===== src/shared/svp_regs_defs.vh =====
// Register indices and field layout of the test video parameter bank.
// Byte address on the bus is four times a register index; data in bits 7:0.
`ifndef SVP_REGS_DEFS_VH
`define SVP_REGS_DEFS_VH

`define SVP_IDX_W 10
`define SVP_IDX_VSTART_HI 10'h228
`define SVP_IDX_VSTART_LO 10'h229
`define SVP_IDX_HSYNC_HI 10'h22a
`define SVP_IDX_HSYNC_LO 10'h22b
`define SVP_IDX_VSYNC_HI 10'h22c
`define SVP_IDX_VSYNC_LO 10'h22d
`define SVP_IDX_HWIDTH_HI 10'h22e
`define SVP_IDX_HWIDTH_LO 10'h22f
`define SVP_IDX_VHEIGHT_HI 10'h230
`define SVP_IDX_VHEIGHT_LO 10'h231
`define SVP_IDX_FMT0 10'h232
`define SVP_IDX_FMT1 10'h233
`define SVP_IDX_REFRESH 10'h234
`define SVP_IDX_RSVD_FIRST 10'h235
`define SVP_IDX_RSVD_LAST 10'h23f
`define SVP_IDX_CRC_R_LO 10'h240
`define SVP_IDX_CRC_R_HI 10'h241
`define SVP_IDX_CRC_G_LO 10'h242
`define SVP_IDX_CRC_G_HI 10'h243
`define SVP_IDX_CRC_B_LO 10'h244
`define SVP_IDX_CRC_B_HI 10'h245
`define SVP_IDX_CTRL 10'h2f0
`define SVP_IDX_STATUS 10'h2f1

// Control register: bit 0 enables capture of frame CRCs.
`define SVP_CTRL_CRC_EN_BIT 0
`define SVP_CTRL_RESET 1'b1
`define SVP_CTRL_PAD 7'h00

// First format byte layout.
`define SVP_FMT0_SYNC_BIT 0
`define SVP_FMT0_COLOR_LSB 1
`define SVP_FMT0_RANGE_BIT 3
`define SVP_FMT0_COEFF_BIT 4
`define SVP_FMT0_DEPTH_LSB 5
// Second format byte layout; bits 7:2 read zero.
`define SVP_FMT1_DIVISOR_BIT 0
`define SVP_FMT1_INTERLACE_BIT 1

`define SVP_BYTE_ZERO 8'h00
`define SVP_WORD_ZERO 32'h0000_0000
`define SVP_HALF_ZERO 16'h0000
`define SVP_PAD_ZERO 24'h000000
`define SVP_FMT1_PAD 6'h00
`define SVP_CNT_STEP 8'h01

`endif


===== src/verilog/svp_test_param_regs.v =====
// Read-only test video parameter bank of a display sink, reached over APB.
// Assumes the sink's test logic supplies parameters with a load pulse and
// frame CRCs with a one-cycle frame-done pulse, all synchronous to pclk.
// Reads are byte-wide in bits 7:0; every register takes one aligned word.
// Only the control register accepts writes; no wait states are inserted.
// The status byte counts captured frames for software bookkeeping.
//
// Overview of operation
// - Vertical active start, high byte first.
// - Hsync polarity bit 7, 15-bit width.
// - Vsync polarity bit 7, 15-bit width.
// - Active width, high byte at lower address.
// - Active height, high byte at lower address.
// - First format byte matches attribute format byte.
// - Bit 0 set when clocks synchronous.
// - Bits 2:1 encode colour format.
// - Bit 3 selects dynamic range.
// - Bit 4 selects conversion coefficients.
// - Bits 7:5 encode component bit depth.
// - Second byte bit 0 selects divisor.
// - Second byte bit 1 flags interlaced.
// - Second byte bits 7:2 read zero.
// - One-byte refresh numerator; reader divides.
// - Reserved range after numerator reads zero.
// - Red/Cr CRC, low byte first.
// - Green/Y CRC, low byte first.
// - Blue/Cb CRC, low byte first.
//
// Design decision made here: register access over APB.
`timescale 1ns/1ps
`default_nettype none
`include "svp_regs_defs.vh"

module svp_test_param_regs #(
  parameter ADDR_W = 12
) (
  // Clock and reset
  input wire pclk,
  input wire presetn,
  // APB slave
  input wire psel,
  input wire penable,
  input wire pwrite,
  input wire [ADDR_W-1:0] paddr,
  input wire [31:0] pwdata,
  output reg [31:0] prdata,
  output reg pready,
  output reg pslverr,
  // Requested stream parameters from the sink test logic
  input wire param_load,
  input wire [15:0] in_v_start,
  input wire in_hsync_pol,
  input wire [14:0] in_hsync_width,
  input wire in_vsync_pol,
  input wire [14:0] in_vsync_width,
  input wire [15:0] in_h_width,
  input wire [15:0] in_v_height,
  input wire in_sync_clock,
  input wire [1:0] in_color_format,
  input wire in_range_select,
  input wire in_conversion_coeff_select,
  input wire [2:0] in_bit_depth,
  input wire in_refresh_divisor_select,
  input wire in_interlaced,
  input wire [7:0] in_refresh_numerator,
  // Per-component frame CRCs
  input wire frame_done,
  input wire [15:0] in_crc_r,
  input wire [15:0] in_crc_g,
  input wire [15:0] in_crc_b,
  // Block state
  output reg crc_enable
);

  reg [15:0] v_start_q;
  reg [15:0] hsync_q;
  reg [15:0] vsync_q;
  reg [15:0] h_width_q;
  reg [15:0] v_height_q;
  reg [7:0] fmt0_q;
  reg [7:0] fmt1_q;
  reg [7:0] refresh_q;
  reg [15:0] crc_r_q;
  reg [15:0] crc_g_q;
  reg [15:0] crc_b_q;
  reg [7:0] frame_cnt_q;
  reg [7:0] rd_byte_d;
  reg rd_hit_d;
  wire [`SVP_IDX_W-1:0] idx;
  wire aligned;
  wire setup;
  wire wr_done;

  // Next values and decodes shared by several processes.
  wire ctrl_hit;
  wire crc_capture;
  wire [15:0] hsync_d;
  wire [15:0] vsync_d;
  wire [7:0] fmt0_d;
  wire [7:0] fmt1_d;
  reg [31:0] prdata_d;
  reg pslverr_d;

  assign idx = paddr[ADDR_W-1:2];
  assign aligned = (paddr[1:0] == 2'b00);
  assign setup = psel & ~penable;
  assign wr_done = psel & penable & pready & pwrite;
  assign ctrl_hit = aligned && (idx == `SVP_IDX_CTRL);
  assign crc_capture = frame_done & crc_enable;

  // Same packing as the stream's attribute format byte.
  function [7:0] pack_fmt0;
    input sync_clk;
    input [1:0] color;
    input rng;
    input coeff;
    input [2:0] depth;
    begin
      pack_fmt0 = `SVP_BYTE_ZERO;
      pack_fmt0[`SVP_FMT0_SYNC_BIT] = sync_clk;
      pack_fmt0[`SVP_FMT0_COLOR_LSB +: 2] = color;
      pack_fmt0[`SVP_FMT0_RANGE_BIT] = rng;
      pack_fmt0[`SVP_FMT0_COEFF_BIT] = coeff;
      pack_fmt0[`SVP_FMT0_DEPTH_LSB +: 3] = depth;
    end
  endfunction

  assign hsync_d = {in_hsync_pol, in_hsync_width};
  assign vsync_d = {in_vsync_pol, in_vsync_width};
  assign fmt0_d = pack_fmt0(in_sync_clock, in_color_format, in_range_select,
                            in_conversion_coeff_select, in_bit_depth);
  assign fmt1_d = {`SVP_FMT1_PAD, in_interlaced, in_refresh_divisor_select};

  // Parameters are held between load pulses so a read never sees a
  // half-updated request.
  // vertical start
  always @(posedge pclk or negedge presetn) begin
    if (!presetn) begin
      v_start_q <= `SVP_HALF_ZERO;
    end else if (param_load) begin
      v_start_q <= in_v_start;
    end
  end

  always @(posedge pclk or negedge presetn) begin
    if (!presetn) begin
      hsync_q <= `SVP_HALF_ZERO;
    end else if (param_load) begin
      hsync_q <= hsync_d;
    end
  end

  always @(posedge pclk or negedge presetn) begin
    if (!presetn) begin
      vsync_q <= `SVP_HALF_ZERO;
    end else if (param_load) begin
      vsync_q <= vsync_d;
    end
  end

  always @(posedge pclk or negedge presetn) begin
    if (!presetn) begin
      h_width_q <= `SVP_HALF_ZERO;
    end else if (param_load) begin
      h_width_q <= in_h_width;
    end
  end

  always @(posedge pclk or negedge presetn) begin
    if (!presetn) begin
      v_height_q <= `SVP_HALF_ZERO;
    end else if (param_load) begin
      v_height_q <= in_v_height;
    end
  end

  always @(posedge pclk or negedge presetn) begin
    if (!presetn) begin
      fmt0_q <= `SVP_BYTE_ZERO;
    end else if (param_load) begin
      fmt0_q <= fmt0_d;
    end
  end

  always @(posedge pclk or negedge presetn) begin
    if (!presetn) begin
      fmt1_q <= `SVP_BYTE_ZERO;
    end else if (param_load) begin
      fmt1_q <= fmt1_d;
    end
  end

  always @(posedge pclk or negedge presetn) begin
    if (!presetn) begin
      refresh_q <= `SVP_BYTE_ZERO;
    end else if (param_load) begin
      refresh_q <= in_refresh_numerator;
    end
  end

  // joint CRC update
  // A frame that ends while capture is off leaves all three CRCs and the
  // count untouched, so the reader always sees one matched set.
  always @(posedge pclk or negedge presetn) begin
    if (!presetn) begin
      crc_r_q <= `SVP_HALF_ZERO;
    end else if (crc_capture) begin
      crc_r_q <= in_crc_r;
    end
  end

  always @(posedge pclk or negedge presetn) begin
    if (!presetn) begin
      crc_g_q <= `SVP_HALF_ZERO;
    end else if (crc_capture) begin
      crc_g_q <= in_crc_g;
    end
  end

  always @(posedge pclk or negedge presetn) begin
    if (!presetn) begin
      crc_b_q <= `SVP_HALF_ZERO;
    end else if (crc_capture) begin
      crc_b_q <= in_crc_b;
    end
  end

  // Counts captured frames and wraps; read back as the status byte.
  always @(posedge pclk or negedge presetn) begin
    if (!presetn) begin
      frame_cnt_q <= `SVP_BYTE_ZERO;
    end else if (crc_capture) begin
      frame_cnt_q <= frame_cnt_q + `SVP_CNT_STEP;
    end
  end

  // Control register: frame CRC capture, on after reset.
  always @(posedge pclk or negedge presetn) begin
    if (!presetn) begin
      crc_enable <= `SVP_CTRL_RESET;
    end else if (wr_done && ctrl_hit) begin
      crc_enable <= pwdata[`SVP_CTRL_CRC_EN_BIT];
    end
  end

  // Read decode; misaligned or unmapped addresses answer with an error.
  always @* begin
    rd_hit_d = 1'b1;
    rd_byte_d = `SVP_BYTE_ZERO;
    case (idx)
      `SVP_IDX_VSTART_HI: rd_byte_d = v_start_q[15:8];
      `SVP_IDX_VSTART_LO: rd_byte_d = v_start_q[7:0];
      `SVP_IDX_HSYNC_HI: rd_byte_d = hsync_q[15:8];
      `SVP_IDX_HSYNC_LO: rd_byte_d = hsync_q[7:0];
      `SVP_IDX_VSYNC_HI: rd_byte_d = vsync_q[15:8];
      `SVP_IDX_VSYNC_LO: rd_byte_d = vsync_q[7:0];
      `SVP_IDX_HWIDTH_HI: rd_byte_d = h_width_q[15:8];
      `SVP_IDX_HWIDTH_LO: rd_byte_d = h_width_q[7:0];
      `SVP_IDX_VHEIGHT_HI: rd_byte_d = v_height_q[15:8];
      `SVP_IDX_VHEIGHT_LO: rd_byte_d = v_height_q[7:0];
      `SVP_IDX_FMT0: rd_byte_d = fmt0_q;
      `SVP_IDX_FMT1: rd_byte_d = fmt1_q;
      `SVP_IDX_REFRESH: rd_byte_d = refresh_q;
      `SVP_IDX_CRC_R_LO: rd_byte_d = crc_r_q[7:0];
      `SVP_IDX_CRC_R_HI: rd_byte_d = crc_r_q[15:8];
      `SVP_IDX_CRC_G_LO: rd_byte_d = crc_g_q[7:0];
      `SVP_IDX_CRC_G_HI: rd_byte_d = crc_g_q[15:8];
      `SVP_IDX_CRC_B_LO: rd_byte_d = crc_b_q[7:0];
      `SVP_IDX_CRC_B_HI: rd_byte_d = crc_b_q[15:8];
      `SVP_IDX_CTRL: rd_byte_d = {`SVP_CTRL_PAD, crc_enable};
      `SVP_IDX_STATUS: rd_byte_d = frame_cnt_q;
      default: begin
        rd_hit_d = (idx >= `SVP_IDX_RSVD_FIRST) && (idx <= `SVP_IDX_RSVD_LAST);
      end
    endcase
    if (!aligned) begin
      rd_hit_d = 1'b0;
    end
  end

  // Answer is prepared during setup so pready is high in the first access
  // cycle; the bank never inserts wait states.
  always @* begin
    prdata_d = `SVP_WORD_ZERO;
    pslverr_d = 1'b0;
    if (pwrite) begin
      // Writes land only on the control register; all else is read-only.
      pslverr_d = !ctrl_hit;
    end else begin
      pslverr_d = !rd_hit_d;
      if (rd_hit_d) begin
        prdata_d = {`SVP_PAD_ZERO, rd_byte_d};
      end
    end
  end

  always @(posedge pclk or negedge presetn) begin
    if (!presetn) begin
      pready <= 1'b0;
    end else begin
      pready <= setup;
    end
  end

  // Read data stays until the next setup; writes and errors return zero.
  always @(posedge pclk or negedge presetn) begin
    if (!presetn) begin
      prdata <= `SVP_WORD_ZERO;
    end else if (setup) begin
      prdata <= prdata_d;
    end
  end

  // The error flag is a one-cycle pulse beside pready.
  always @(posedge pclk or negedge presetn) begin
    if (!presetn) begin
      pslverr <= 1'b0;
    end else if (setup) begin
      pslverr <= pslverr_d;
    end else begin
      pslverr <= 1'b0;
    end
  end

endmodule // svp_test_param_regs
`default_nettype wire

===== config.mk =====
export PLATFORM = sky130hd
export DESIGN_NAME = svp_test_param_regs
export DESIGN_NICKNAME = d
export VERILOG_FILES = /design/src/verilog/svp_test_param_regs.v
export VERILOG_INCLUDE_DIRS = /design/src /design/src/shared
export SDC_FILE = /design/constraint.sdc
export NUM_CORES = 1
export LEC_CHECK = 0
export BUFFER_PORTS_ARGS = -buffer_cell sky130_fd_sc_hd__clkbuf_2
export CORE_UTILIZATION = 56
export DETAILED_ROUTE_END_ITERATION = 7
export GPL_TIMING_DRIVEN = 0
export PLACE_DENSITY_LB_ADDON = 0.05
export SLEW_MARGIN = 20
export SYNTH_ARGS = -nofsm -noshare
export SYNTH_HDL_FRONTEND = slang
export SYNTH_SLANG_ARGS = --single-unit

===== constraint.sdc =====
create_clock -name pclk -period 4.1 [get_ports pclk]
set_input_delay 0.41 -clock pclk [delete_from_list [all_inputs] [get_ports pclk]]
set_output_delay 0.41 -clock pclk [all_outputs]
set_load 0.005 [all_outputs]

==> impl_results.md <==
- Largest net degree at the start of global routing: 96
- DP HPWL: 16400 um
- Post-layout min period: 2180 ps
- TNS Setup: 0 ps
- Vias in the first global route: 5999
- Top_reg_cell synth: dfrtp_1
- Post-Synth Simple-Gate Area: 7.33%
- CORE AREA: 13900 um^2
- Total CTS buffers: 17
- Largest family of logic cells by synthesized area: multiplexers
- Post-route ant nets: 0
- Hold worst-path end: crc_b_q[12]
- Crit path required time: 4410 ps
- Area leader, netlist: dfrtp_1
- Final WL: 21900 um
- Rel. slew slack: 43.9%
- Std cell rows: 43
- Placer Congestion: 0.869
- Via Count: 5935
- Placed cell areas: 9180 um^2
- CTS tree: done
- Worst Hold Class: primary input to register
- Initial core utilization: 57.4%
- WS Path Type: register to register
- WP data arrival: 2490 ps
- F_max: 459 MHz
- Proportion of synthesized area in mux cells: 27.2%
- Synth top area share: 51.5%
- R2R Setup Slk: 1920 ps
- Total gr overflow: 0
- Period utilization: 53.2%
- DRC: 0
- Chip Height: 121 um
- Area grow syn2layout: 22.0%
- Worst VDD drop: 0.265 mV
- Clock latency on the worst-skew pair: 420 ps
- Synthesized cell area: 7970 um^2
- Clk buf depth: 2
- Max-slew violations: 0
- RSZ-0062 raised after global routing: no
- RR Startpoint: crc_enable
- Drt wl/cell: 21.7 um
- Synth Area in Compound Gates: 7.85%
- Crit path capture type: register
- Post-DR vias/cell: 5.87
- DRT iter0 DRCs: 453
- Outcome: complete, no violations
- Final Hold Vio Count: 0
- Top post-synthesis cells by area: dfrtp_1 52%, mux2_2 22%, mux4_2 3.1%
- Dpl ws: 1590 ps
- Post-synth EDFFs: 0
- Part of the Yosys area used for sequential elements: 51.8%
- Reg2Reg Depth: 4
- Max-cap violations: 0
- CP Launch Type: register
- Hold depth: 2
- Distinct cells, synth: 67
- Layout cells sized above 1: 50.3%
- PD cells: 378 nW/um^2
- RR Endpoint: crc_r_q[10]
- Finish-stage setup viols: 0
- Ant diodes: 0
- Initial antenna violation count: 0
- Die area: 14700 um^2
- TritonCTS Sinks: 165
- Synth Area in Adders: 0.157%
- CTS root buf: clkbuf_16
- I/O Buffers: 172
- WHS: 215 ps
- Yosys warning count: 0
- Min-delay src: in_crc_b[12]
- Max FO, Critical Path: 10
- Worst-path clk slew: 60 ps
- Synth Instances: 604
- Router iterations before antenna repair: 5
- Final Instance Area: 9720 um^2
- Measured slew at the worst slew-check pin: 841 ps
- Die Width: 121 um
- Syn_area_per_cell: 13.2 um^2
- Fin Clk Skew: 8.04 ps
- Ports: 232
- Final Net Count: 1018
- Lkg Pwr: 4.59 nW
- H-Tree Depth: 4
- Xor/xnor cell area share of the yosys netlist: 0.769%
- First-pass GRT wire length: 33500 um
- Post-CTS setup buffer count: 0
- FF+latch count, synth: 165
- Total power draw: 3.67 mW
- PnR worst setup slack: 1920 ps
- Fraction of registers with async set/reset: 100%
- Total track usage: 31.6%
through the flow:
stage	utilization (%)	std cells
after floorplan	-	627
after global placement	65.8	979
after detailed placement	66.1	980
after CTS	70.0	1011
after global routing	70.0	1011
final	70.0	1011
registers in the layout (all words and copies together), names as in the netlist:
register and flops:
fmt0_q 8, fmt1_q 2, prdata 8, pslverr 1
v_start_q 16, v_height_q 16, hsync_q 16, refresh_q 8
crc_r_q 16, pready 1, crc_enable 1, frame_cnt_q 8
h_width_q 16, crc_g_q 16, crc_b_q 16, vsync_q 16
how the worst max path moves through the flow:
stage	start	endpoint	cells past startpoint
2_1_floorplan	paddr[2]	prdata[6]	7
3_3_place_gp	presetn	crc_r_q[8]	1
3_5_place_dp	paddr[3]	prdata[2]	7
4_1_cts	crc_enable	crc_r_q[4]	4
5_1_grt	crc_enable	crc_g_q[6]	4
6_report	crc_enable	crc_r_q[10]	4
layout by cell type (no fill, tap or decap), types with 15 or more instances in the layout:
cell type,instances
buf_4,27
nand2_1,19
dfrtp_1,164
clkbuf_1,20
nand3_1,18
clkbuf_16,17
mux2_2,154
clkbuf_2,171
a22oi_1,15
nor2_1,15
conb_1,24
a21oi_1,17
cells in the mapped netlist, types with 7 or more instances:
| library cell | instances |
|---|---|
| nor3_1 | 9 |
| buf_4 | 27 |
| mux2i_1 | 13 |
| a21oi_1 | 17 |
| mux4_2 | 11 |
| mux2_2 | 154 |
| clkbuf_1 | 18 |
| nand2_1 | 19 |
| dfrtp_1 | 164 |
| nor2_1 | 15 |
| o21ai_0 | 9 |
| buf_2 | 9 |
| nand4_1 | 7 |
| nand3_1 | 18 |
| a22oi_1 | 15 |
cells by family after synthesis:
family,after synthesis
other cells,1
simple gates,100
mux,180
flops,165
fa+ha+maj,1
xor+xnor,7
compound gates,86
buf+inv,64
critical path: stages (launching register included):
cell and delay, ps:
dfstp_2 550, and2_1 120, clkbuf_1 400, buf_1 580, mux2_2 410
cell type report:
type	count	area (um^2)
Buffer	61	374
Tap cell	180	225
Multi-Input combinational cell	398	3540
Inverter	3	11.3
Sequential cell	165	4130
Timing Repair Buffer	174	907
Clock inverter	10	85.1
Clock buffer	20	447
Fill cell	1017	4160
report_power, final:
group	switching [mW]	total, mW	internal [mW]
combinational	0.211	0.437	0.226
clock	0.617	1.45	0.838
sequential	0.0544	1.78	1.73
layer usage:
layer	vias to the layer above	GRT usage (%)	share of wire, %
met5	-	0	0
met4	0	13.9	3.2
met3	44	6.95	7.1
met2	264	48.8	47
met1	2991	42.9	43
li1	2636	-	-
what timing repair did:
| item | 4_1_cts | 5_1_grt |
|---|---|---|
| resized for setup | 0 | 0 |
| endpoints found under the hold margin | 4 | 0 |
| hold buffers | 1 | 0 |
Note: power is estimated with default switching activity, not from simulation.
